===== config.mk =====
export PLATFORM = sky130hd
export DESIGN_NAME = iorp_top
export DESIGN_NICKNAME = d
export VERILOG_FILES = /design/src/hdl/iorp_top.v
export VERILOG_INCLUDE_DIRS = /design/src /design/src/hdl
export SDC_FILE = /design/constraint.sdc
export NUM_CORES = 1
export LEC_CHECK = 0
export ABC_AREA = 1
export BUFFER_PORTS_ARGS = -buffer_cell sky130_fd_sc_hd__clkbuf_2
export CAP_MARGIN = 20
export CORE_MARGIN = 2
export CORE_UTILIZATION = 50
export DETAILED_ROUTE_END_ITERATION = 10
export PLACE_DENSITY = 0.84
export SLEW_MARGIN = 0
export SYNTH_ARGS = -nofsm -noshare
export SYNTH_HDL_FRONTEND = slang
export SYNTH_SLANG_ARGS = --single-unit

===== constraint.sdc =====
create_clock -name REF_CLK_I -period 3.05 [get_ports REF_CLK_I]
set_input_delay 0.1525 -clock REF_CLK_I [delete_from_list [all_inputs] [get_ports REF_CLK_I]]
set_output_delay 0.1525 -clock REF_CLK_I [all_outputs]
set_load 0.05 [all_outputs]

===== src/hdl/iorp_map.vh =====
// constants for the i/o processor register path: field positions, widths, reset values, sequencer state codes
// included by hdl/iorp_top.v only
`ifndef IORP_MAP_VH
`define IORP_MAP_VH

`define IORP_CMD_W 12
`define IORP_WORD_W 16
`define IORP_DEVNUM_W 8
`define IORP_CMD_SVC_BIT 0
`define IORP_CMD_OP_LSB 1
`define IORP_CMD_OP_MSB 3
`define IORP_CMD_DEV_LSB 4
`define IORP_CMD_DEV_MSB 11
`define IORP_CMD_RST 12'h000
`define IORP_WORD_RST 16'h0000
`define IORP_DEV_RST 8'h00

// multiplexed sequencer states
`define IORP_MS_IDLE 3'h0
`define IORP_MS_POLL 3'h1
`define IORP_MS_ADDR 3'h2
`define IORP_MS_TABLE 3'h3
`define IORP_MS_COPY 3'h4
`define IORP_MS_COUNT 3'h5
`define IORP_MS_DATA 3'h6

// direct sequencer states
`define IORP_DS_IDLE 2'h0
`define IORP_DS_POLL 2'h1
`define IORP_DS_ADDR 2'h2
`define IORP_DS_DATA 2'h3

// interrupt sequencer states
`define IORP_IS_IDLE 2'h0
`define IORP_IS_POLL 2'h1
`define IORP_IS_LOAD 2'h2

`endif


===== src/hdl/iorp_top.v =====
// i/o processor register path: direct and multiplexed transfers between the processor,
// the central data bus and the i/o bus, plus interrupt device number capture.
// assumes all inputs are synchronous to REF_CLK_I and that the memory-side request logic
// supplies the select and in-process strobes; bus line levels are resolved outside.
`timescale 1ns/1ps
`include "iorp_map.vh"

module iorp_top (
	input wire REF_CLK_I,
	input wire SYS_RST_I,
	input wire [11:0] PROC_WORD_I,
	input wire [15:0] PROC_DATA_I,
	input wire COMMAND_REG_LOAD_I,
	input wire DIRECT_DATA_LOAD_I,
	input wire IO_COMMAND_CODE_I,
	input wire DIRECT_IN_READ_I,
	input wire DONE_FLAG_CLEAR_I,
	input wire DIRECT_START_I,
	input wire [15:0] IO_BUS_DATA_I,
	input wire [7:0] IO_BUS_DEVNUM_I,
	input wire [2:0] IO_BUS_CMD_I,
	input wire SVC_IN_I,
	input wire MASK_RETURN_I,
	input wire CHANNEL_REQUEST_I,
	input wire INTR_REQUEST_I,
	input wire INTR_ACKNOWLEDGE_I,
	input wire SYSTEM_PARITY_FAULT_I,
	input wire MEMORY_ADDR_PARITY_FAULT_I,
	input wire FAULT_CLEAR_I,
	input wire [15:0] CDB_DATA_I,
	input wire IO_TRANSFER_ACTIVE_I,
	input wire HIGH_WORD_SELECT_I,
	input wire LOW_WORD_SELECT_I,
	output reg [15:0] S_BUS_O,
	output reg S_BUS_OE_O,
	output reg [15:0] IO_BUS_DATA_O,
	output reg IO_BUS_DATA_OE_O,
	output reg [2:0] IO_BUS_CMD_O,
	output reg [7:0] IO_BUS_DEVNUM_O,
	output reg IO_BUS_ADDR_OE_O,
	output reg [15:0] CDB_DATA_O,
	output reg CDB_DATA_OE_O,
	output reg SVC_OUT_O,
	output reg PRIORITY_POLL_O,
	output reg INTR_POLL_O,
	output reg TRANSFER_ERROR_O,
	output reg DONE_FLAG_O,
	output reg HIGH_REQUEST_O,
	output reg LOW_REQUEST_O,
	output reg IN_BUF_READY_O
);

	reg [11:0] io_command_control_reg;
	reg [15:0] direct_out_buffer;
	reg [7:0] intr_device_number;
	reg [15:0] direct_in_or_mux_addr;
	reg [15:0] mux_out_buffer;
	reg [1:0] ds;
	reg [2:0] ms;
	reg [1:0] is;
	reg direct_xfer_armed;
	reg addr_parity_fault;
	reg svc_out_ff;
	// two-entry input buffer; entry 0 is the head presented to the data bus
	reg [15:0] ibuf [0:1];
	reg [1:0] ibuf_cnt;

	wire data_word_gate = (ds == `IORP_DS_DATA);
	wire address_word_gate = (ds == `IORP_DS_ADDR);
	wire table_word_gate = (ms == `IORP_MS_TABLE);
	wire bus_data_strobe = SVC_IN_I;
	wire low_request_init = (ms == `IORP_MS_DATA) && bus_data_strobe && (ibuf_cnt != 2'h2);
	wire in_buffer_load = low_request_init;
	wire table_entry_transfer = (ms == `IORP_MS_COPY) && (ibuf_cnt != 2'h2);
	wire count_enable = (ms == `IORP_MS_COUNT);
	wire addr_buffer_store_en = (ms == `IORP_MS_ADDR) || data_word_gate;
	wire intr_number_load = (is == `IORP_IS_POLL) && INTR_ACKNOWLEDGE_I;
	wire ibuf_push = in_buffer_load || table_entry_transfer;
	// no pop while the count step rewrites an entry, so the flags track the buffer
	wire ibuf_pop = HIGH_WORD_SELECT_I && (ibuf_cnt != 2'h0) && !count_enable;
	wire [15:0] push_word = table_entry_transfer ? mux_out_buffer : IO_BUS_DATA_I;
	wire mux_busy = (ms != `IORP_MS_IDLE);
	reg [2:0] next_ms;
	reg [1:0] next_ds;

	always @(posedge REF_CLK_I) begin
		if (SYS_RST_I)
			io_command_control_reg <= `IORP_CMD_RST;
		else if (COMMAND_REG_LOAD_I)
			io_command_control_reg <= PROC_WORD_I;
	end

	always @(posedge REF_CLK_I) begin
		if (SYS_RST_I)
			direct_out_buffer <= `IORP_WORD_RST;
		else if (DIRECT_DATA_LOAD_I)
			direct_out_buffer <= PROC_DATA_I;
	end

	always @(posedge REF_CLK_I) begin
		if (SYS_RST_I)
			intr_device_number <= `IORP_DEV_RST;
		else if (intr_number_load)
			intr_device_number <= IO_BUS_DEVNUM_I;
	end

	always @(posedge REF_CLK_I) begin
		if (SYS_RST_I) begin
			is <= `IORP_IS_IDLE;
			INTR_POLL_O <= 1'b0;
		end else begin
			case (is)
			`IORP_IS_IDLE: begin
				if (INTR_REQUEST_I) begin
					is <= `IORP_IS_POLL;
					INTR_POLL_O <= 1'b1;
				end
			end
			`IORP_IS_POLL: begin
				if (INTR_ACKNOWLEDGE_I) begin
					is <= `IORP_IS_LOAD;
					INTR_POLL_O <= 1'b0;
				end
			end
			`IORP_IS_LOAD: begin
				// wait for the request to drop so one request yields one capture
				if (!INTR_REQUEST_I && !INTR_ACKNOWLEDGE_I)
					is <= `IORP_IS_IDLE;
			end
			default: begin
				is <= `IORP_IS_IDLE;
				INTR_POLL_O <= 1'b0;
			end
			endcase
		end
	end

	always @* begin
		next_ds = ds;
		case (ds)
		`IORP_DS_IDLE: begin
			if (DIRECT_START_I && !mux_busy)
				next_ds = `IORP_DS_POLL;
		end
		`IORP_DS_POLL: begin
			if (SVC_IN_I)
				next_ds = `IORP_DS_ADDR;
		end
		`IORP_DS_ADDR: begin
			if (SVC_IN_I)
				next_ds = `IORP_DS_DATA;
		end
		`IORP_DS_DATA: begin
			if (SVC_IN_I)
				next_ds = `IORP_DS_IDLE;
		end
		default: next_ds = `IORP_DS_IDLE;
		endcase
	end

	always @* begin
		next_ms = ms;
		case (ms)
		`IORP_MS_IDLE: begin
			// direct start wins a tie so only one sequence owns the bus
			if (CHANNEL_REQUEST_I && ds == `IORP_DS_IDLE && !DIRECT_START_I)
				next_ms = `IORP_MS_POLL;
		end
		`IORP_MS_POLL: begin
			if (SVC_IN_I)
				next_ms = `IORP_MS_ADDR;
		end
		`IORP_MS_ADDR: begin
			// command line bit 0 high asks for a table fetch first
			if (bus_data_strobe)
				next_ms = IO_BUS_CMD_I[0] ? `IORP_MS_TABLE : `IORP_MS_DATA;
		end
		`IORP_MS_TABLE: begin
			if (SVC_IN_I)
				next_ms = `IORP_MS_COPY;
		end
		`IORP_MS_COPY: begin
			if (table_entry_transfer)
				next_ms = `IORP_MS_COUNT;
		end
		`IORP_MS_COUNT: next_ms = `IORP_MS_DATA;
		`IORP_MS_DATA: begin
			if (in_buffer_load || !CHANNEL_REQUEST_I)
				next_ms = `IORP_MS_IDLE;
		end
		default: next_ms = `IORP_MS_IDLE;
		endcase
	end

	always @(posedge REF_CLK_I) begin
		if (SYS_RST_I) begin
			ds <= `IORP_DS_IDLE;
			ms <= `IORP_MS_IDLE;
		end else begin
			ds <= next_ds;
			ms <= next_ms;
		end
	end

	always @(posedge REF_CLK_I) begin
		if (SYS_RST_I)
			direct_xfer_armed <= 1'b0;
		else if (next_ds == `IORP_DS_ADDR || next_ds == `IORP_DS_DATA)
			direct_xfer_armed <= 1'b1;
		else if (DONE_FLAG_CLEAR_I)
			direct_xfer_armed <= 1'b0;
	end

	always @(posedge REF_CLK_I) begin
		if (SYS_RST_I)
			DONE_FLAG_O <= 1'b0;
		else if (direct_xfer_armed && (SVC_IN_I || svc_out_ff || MASK_RETURN_I))
			DONE_FLAG_O <= 1'b1;
		else if (DONE_FLAG_CLEAR_I)
			DONE_FLAG_O <= 1'b0;
	end

	always @(posedge REF_CLK_I) begin
		if (SYS_RST_I)
			addr_parity_fault <= 1'b0;
		else if (mux_busy && (SYSTEM_PARITY_FAULT_I || MEMORY_ADDR_PARITY_FAULT_I))
			addr_parity_fault <= 1'b1;
		else if (FAULT_CLEAR_I)
			addr_parity_fault <= 1'b0;
	end

	always @(posedge REF_CLK_I) begin
		if (SYS_RST_I)
			svc_out_ff <= 1'b0;
		else
			svc_out_ff <= io_command_control_reg[`IORP_CMD_SVC_BIT] || addr_parity_fault;
	end

	always @(posedge REF_CLK_I) begin
		if (SYS_RST_I)
			direct_in_or_mux_addr <= `IORP_WORD_RST;
		else if (bus_data_strobe && addr_buffer_store_en)
			direct_in_or_mux_addr <= IO_BUS_DATA_I;
	end

	always @(posedge REF_CLK_I) begin
		if (SYS_RST_I)
			mux_out_buffer <= `IORP_WORD_RST;
		else if (IO_TRANSFER_ACTIVE_I)
			mux_out_buffer <= CDB_DATA_I;
	end

	always @(posedge REF_CLK_I) begin
		if (SYS_RST_I) begin
			ibuf_cnt <= 2'h0;
			ibuf[0] <= `IORP_WORD_RST;
			ibuf[1] <= `IORP_WORD_RST;
		end else if (count_enable) begin
			// the copied entry is the newest word; the count step adds two to it
			if (ibuf_cnt == 2'h2)
				ibuf[1] <= ibuf[1] + 16'h0002;
			else
				ibuf[0] <= ibuf[0] + 16'h0002;
		end else begin
			case ({ibuf_push, ibuf_pop})
			2'b10: begin
				if (ibuf_cnt == 2'h0)
					ibuf[0] <= push_word;
				else
					ibuf[1] <= push_word;
				ibuf_cnt <= ibuf_cnt + 2'h1;
			end
			2'b01: begin
				ibuf[0] <= ibuf[1];
				ibuf_cnt <= ibuf_cnt - 2'h1;
			end
			2'b11: begin
				if (ibuf_cnt == 2'h1)
					ibuf[0] <= push_word;
				else begin
					ibuf[0] <= ibuf[1];
					ibuf[1] <= push_word;
				end
			end
			default: ibuf_cnt <= ibuf_cnt;
			endcase
		end
	end

	// registered outputs
	always @(posedge REF_CLK_I) begin
		if (SYS_RST_I) begin
			S_BUS_O <= `IORP_WORD_RST;
			S_BUS_OE_O <= 1'b0;
			IO_BUS_DATA_O <= `IORP_WORD_RST;
			IO_BUS_DATA_OE_O <= 1'b0;
			IO_BUS_CMD_O <= 3'h0;
			IO_BUS_DEVNUM_O <= `IORP_DEV_RST;
			IO_BUS_ADDR_OE_O <= 1'b0;
			CDB_DATA_O <= `IORP_WORD_RST;
			CDB_DATA_OE_O <= 1'b0;
			SVC_OUT_O <= 1'b0;
			PRIORITY_POLL_O <= 1'b0;
			TRANSFER_ERROR_O <= 1'b0;
			HIGH_REQUEST_O <= 1'b0;
			LOW_REQUEST_O <= 1'b0;
			IN_BUF_READY_O <= 1'b1;
		end else begin
			S_BUS_OE_O <= IO_COMMAND_CODE_I || DIRECT_IN_READ_I;
			S_BUS_O <= DIRECT_IN_READ_I ? direct_in_or_mux_addr :
				(IO_COMMAND_CODE_I ? {8'h00, intr_device_number} : `IORP_WORD_RST);
			IO_BUS_DATA_OE_O <= (next_ds == `IORP_DS_DATA) || (next_ms == `IORP_MS_TABLE);
			IO_BUS_DATA_O <= (next_ds == `IORP_DS_DATA) ? direct_out_buffer :
				((next_ms == `IORP_MS_TABLE) ? mux_out_buffer : `IORP_WORD_RST);
			IO_BUS_ADDR_OE_O <= (next_ds == `IORP_DS_ADDR);
			IO_BUS_CMD_O <= io_command_control_reg[`IORP_CMD_OP_MSB:`IORP_CMD_OP_LSB];
			IO_BUS_DEVNUM_O <= io_command_control_reg[`IORP_CMD_DEV_MSB:`IORP_CMD_DEV_LSB];
			CDB_DATA_OE_O <= HIGH_WORD_SELECT_I || LOW_WORD_SELECT_I;
			CDB_DATA_O <= HIGH_WORD_SELECT_I ? ibuf[0] :
				(LOW_WORD_SELECT_I ? direct_in_or_mux_addr : `IORP_WORD_RST);
			SVC_OUT_O <= svc_out_ff;
			PRIORITY_POLL_O <= (next_ds == `IORP_DS_POLL) || (next_ms == `IORP_MS_POLL);
			TRANSFER_ERROR_O <= addr_parity_fault;
			HIGH_REQUEST_O <= (next_ibuf_nonempty(ibuf_cnt, ibuf_push, ibuf_pop));
			LOW_REQUEST_O <= (ms == `IORP_MS_ADDR) && bus_data_strobe;
			// stalls the sequencer when full so no word is lost
			IN_BUF_READY_O <= !next_ibuf_full(ibuf_cnt, ibuf_push, ibuf_pop);
		end
	end

	function next_ibuf_nonempty;
		input [1:0] cnt;
		input push;
		input pop;
		begin
			next_ibuf_nonempty = (cnt == 2'h2) || (cnt == 2'h1 && !(pop && !push)) || push;
		end
	endfunction

	function next_ibuf_full;
		input [1:0] cnt;
		input push;
		input pop;
		begin
			next_ibuf_full = (cnt == 2'h2 && !pop) || (cnt == 2'h1 && push && !pop);
		end
	endfunction

endmodule


Word-level counts from Yosys, hierarchy flattened

Memory sizes are Yosys's and may differ from the RTL's.
Index checks and enable logic that the tools add are counted.

Register bits after elaboration: 151
Bits in writable memories: 32
Input port bits: 90
Output and inout bits: 71
Logic and storage cells: 201
Memories: 1

Memory list:

| name | words | bits a word | rd ports | clocked after memory_dff | wr ports | RTL line      | text |
|---|---|---|---|---|---|---|---|
| ibuf | 2     | 16          | 2        | 0                        | 2        | iorp_top.v:65 | `reg [15:0] ibuf [0:1];` |

Add/subtract/negate cells: 4
Eq/ne operators: 25
Mux-type cells: 75
Bitwise logic cells: 10
Reductions and logical operators: 57

Operators by type and width:

| operator                                                        | count |
|---|---|
| 16-bit 2-to-1 mux                                               | 14 |
| 1-bit 2-to-1 mux                                                | 41 |
| 16-bit by 2-bit adder with 16-bit output, second input constant | 2 |
| 3-bit 2-to-1 mux                                                | 7 |
| 3-bit case mux with 7 select lines                              | 1 |
| 1-bit logical AND                                               | 19 |
| 2-bit == test, second input constant                            | 8 |
| 1-bit logical OR                                                | 15 |
| 2-bit 2-to-1 mux                                                | 7 |
| 2-bit by 1-bit == test with 1-bit output, second input constant | 5 |
| 1-bit zero test                                                 | 10 |
| 2-bit nonzero test                                              | 5 |
| 3-bit by 2-bit == test with 1-bit output, second input constant | 3 |
| 3-bit == test, second input constant                            | 3 |
| 8-bit 2-to-1 mux                                                | 1 |
| 2-bit inequality test, second input constant                    | 4 |
| 1-bit OR                                                        | 8 |
| 2-bit case mux with 4 select lines                              | 1 |
| 3-bit by 1-bit == test with 1-bit output, second input constant | 2 |
| 2-bit zero test                                                 | 3 |
| 2-bit case mux with 3 select lines                              | 1 |
| 3-bit AND reduction                                             | 2 |
| 2-bit case mux with 2 select lines                              | 1 |
| 3-bit zero test                                                 | 1 |
| 6 further kinds                                                 | 7 |

Logic depth before layout (Yosys ltp)

Depth in word-level cells: 13
Mapped depth: 16
Mapped depth without buffers: 14

Least setup slack after synthesis

Ideal clock, no wire load.

Kind: register -> register
From: reg ibuf_cnt[0]
To: mem ibuf[0][10], enable pin
Setup time: 366 ps
Arrival time: 2365 ps
Data required time: 2684 ps
Slack: 318 ps
Cell stages (with the launch flop): 15
Buffers on the path: 2
Clock period less this slack: 2732 ps
Path through: dfxtp_1 -> inv_1 -> ha_1 -> inv_1 -> nand3_2 -> buf_2 -> o21ai_0 -> ha_1 -> nand2_1 -> inv_1 -> nand3_2 -> nand3_4 -> inv_2 -> buf_2 -> nand2_1

RTL lines:

| what                   | RTL line       | text |
|---|---|---|
| start, declared        | iorp_top.v:66  | `reg [1:0] ibuf_cnt;` |
| start signal, assigned | iorp_top.v:271 | `ibuf_cnt <= ibuf_cnt + 2'h1;` |
| start signal, assigned | iorp_top.v:275 | `ibuf_cnt <= ibuf_cnt - 2'h1;` |
| start signal, assigned | iorp_top.v:285 | `default: ibuf_cnt <= ibuf_cnt;` |
| end, declared          | iorp_top.v:65  |  |

==> reports/qor.yml <==
run_status:
  status: "finished clean"
synthesis:
  synth-seq-cells: 183
  netlist_area_sq_um: 7860
  yosysSeqAreaShare_pct: 50.7
  postSynthCellCount: 1028
  ys_types: 35
  syn_nets: 1126
  syn_avg_cell_area_sq_um: 7.65
  yosysWarnings: 0
grt:
  grt_max_degree: 53
  grt_pass1_wl_mm: 33.6
  grt_pass1_vias: 6984
  grt_overflow: 0
  grt_util_all_layers_pct: 25.6
  antenna_found_initial: 0
clock_tree:
  cts_root_buf: "clkbuf_16"
  cts_max_path_buffers: 2
  cts_sinks: 183
  cts_tree: "yes"
  insertion_delay_ps: 430
  numCtsBuffers: 17
  clk_pin_slew_worst_paths_ps: 70
  cts_max_level: 4
floorplanning:
  initial_core_util_pct: 51.5
  ioPinCount: 161
  dieHeight_um: 129
  dieArea_sq_um: 16700
  core_sq_um: 15300
  core.rowCount: 45
  die_w_um: 129
worst_setup_path:
  crit_path_end_kind: "flop"
  required_ps: 3220
  crit_fanout: 14
  worstSetupPathType: "flop to flop"
  start_kind: "flop"
  cp.arrival_ps: 2850
job:
  maxCapViolations: 0
placement:
  post-place-ws_ps: 270
  port_buffers: 158
  place_hpwl_mm: 14.3
  gp_congestion: 0.927
routing:
  avgRoutedWirePerCell_um: 14.8
  antenna_left: 0
  drtPass1Iterations: 6
  drtIter0Drc: 596
  via_per_inst: 5.32
  totalWireLength_mm: 21.0
  drc: 0
  vias: 7565
sta:
  min_period_over_period_pct: 87.7
  worst_slack_ps: 376
  rsz0062_at_grt: "false"
  clock_skew_ps: 8.87
  slew-limit-headroom_pct: 36.5
  finalHoldViolCount: 0
  period_needed_ps: 2670
  drv_slew: 0
  fin_tns_setup_ps: 0
  fmax_mhz: 374
  setup_viol: 0
  tightest_slew_ps: 951
  hold_slack_ps: 5.80
layout:
  drive_above_1_share_pct: 17.7
  layout_common_cells: "nand2_1, clkbuf_2, dfxtp_1"
  num_antenna_cells: 0
  seq_area_sq_um: 3980
  layout.nets: 1297
  largest_register_ffs: 32
  fillCellCount: 1262
  multi_input_area_sq_um: 3220
  final_common_cell: "nand2_1"
  areaGrowthSynthToFinish_pct: 23.4
  regMostFlops: "ibuf"
power_and_ir_drop:
  ir_drop_v: 0.000466
  powerDensity_nw_per_um2: 599
  cellLeakagePower_nw: 4.37
worst_hold_path:
  holdCritPathClass: "input pin to flop"
## per-layer routing
metal | vias to the layer above | global-route usage, % | wire length [um]
li1 | 3726 | - | -
met1 | 3441 | 32.3 | 8470
met2 | 346 | 41.5 | 9970
met3 | 52 | 6.69 | 1920
met4 | 0 | 11.1 | 657
met5 | - | 0 | 0
## critical path: stages, from the launching register on
cell,delay [ps]
dfxtp_1,330
inv_1,80
ha_1,250
inv_1,120
nand2_1,80
o21ai_1,240
inv_1,110
ha_1,230
nand3_1,160
nand3_4,90
inv_2,190
nand2_1,310
nand2_1,140
o21ai_0,90
## logic make-up (layout without fill, tap and decap cells)
group,Yosys count,in the layout,share of synthesized area (%)
simple gates,429,429,22.9
xor+xnor,4,4,0.446
flops,183,183,50.7
buf+inv,168,352,8.44
fa+ha+maj,8,8,1.27
compound gates,236,236,16.3
## path summary, 6_finish.rpt
check | depth (start not counted) | end | slack [ps] | start
max | 13 | ibuf[0][20] | 380 | ibuf_cnt[0]
min | 3 | io_command_control_reg[6] | 6 | PROC_WORD_I[6]
max reg2reg | 13 | ibuf[0][20] | 380 | ibuf_cnt[0]
min reg2reg | 2 | IO_BUS_CMD_O[2] | 430 | io_command_control_reg[3]
## report_power, final
part | switching [mW] | total, mW | internal, mW | leakage [nW]
clock | 0.989 | 2.24 | 1.25 | 0.293
sequential | 0.0940 | 2.72 | 2.63 | 1.57
combinational | 0.582 | 0.838 | 0.256 | 2.51
## final cells by class
class / instances / share of cell area, %
flip-flops and latches: 183 / 41.1
clock buffers: 19 / 4.57
multi-input cells: 677 / 33.2
inverters: 120 / 4.64
repair buffers: 200 / 12.2
well taps: 211 / 2.72
clock inverters: 13 / 1.61
## per-stage QoR
step	cell area [sq um]	cells	power [mW]	utilization, %
floorplan	7860	1028	3.33	-
global placement	8780	1359	3.55	57.6
detailed placement	8790	1360	3.56	57.6
CTS	9700	1423	5.80	63.6
global route	9700	1423	6.04	63.6
finish	9700	1423	5.81	63.6
## cells in the mapped netlist
library cell | number | area [sq um]
a221oi_1 | 8 | 70.1
nand3_1 | 75 | 375
nand3_2 | 2 | 20.0
a21oi_1 | 81 | 405
nand2_4 | 1 | 11.3
o211ai_1 | 6 | 45.0
a211oi_1 | 16 | 120
o21ai_1 | 12 | 60.1
o31ai_1 | 2 | 15.0
o21ai_0 | 105 | 526
nor2_2 | 3 | 18.8
nand2_1 | 194 | 728
edfxtp_1 | 32 | 961
buf_2 | 17 | 85.1
a31oi_1 | 1 | 6.26
nand2_2 | 1 | 6.26
nand3b_1 | 1 | 7.51
xor2_1 | 3 | 26.3
buf_6 | 1 | 11.3
o22ai_1 | 4 | 25.0
buf_4 | 1 | 7.51
or2_2 | 1 | 6.26
nor2_1 | 129 | 484
o21bai_1 | 1 | 7.51
inv_2 | 4 | 15.0
nor3_1 | 10 | 50.1
buf_1 | 2 | 7.51
nand3_4 | 1 | 17.5
nor2_4 | 1 | 11.3
dfxtp_1 | 151 | 3020
nand4_1 | 10 | 62.6
xnor2_1 | 1 | 8.76
ha_1 | 8 | 100
clkbuf_1 | 27 | 101
inv_1 | 116 | 435
## timing repair
action / CTS / global route
resized for setup: 0 / 1
endpoints found under the hold margin: 29 / 0
hold buffers: 31 / 0
endpoints found under the setup margin: 0 / 8
setup buffers: 0 / 0
Power figures use the tool's default switching activity.
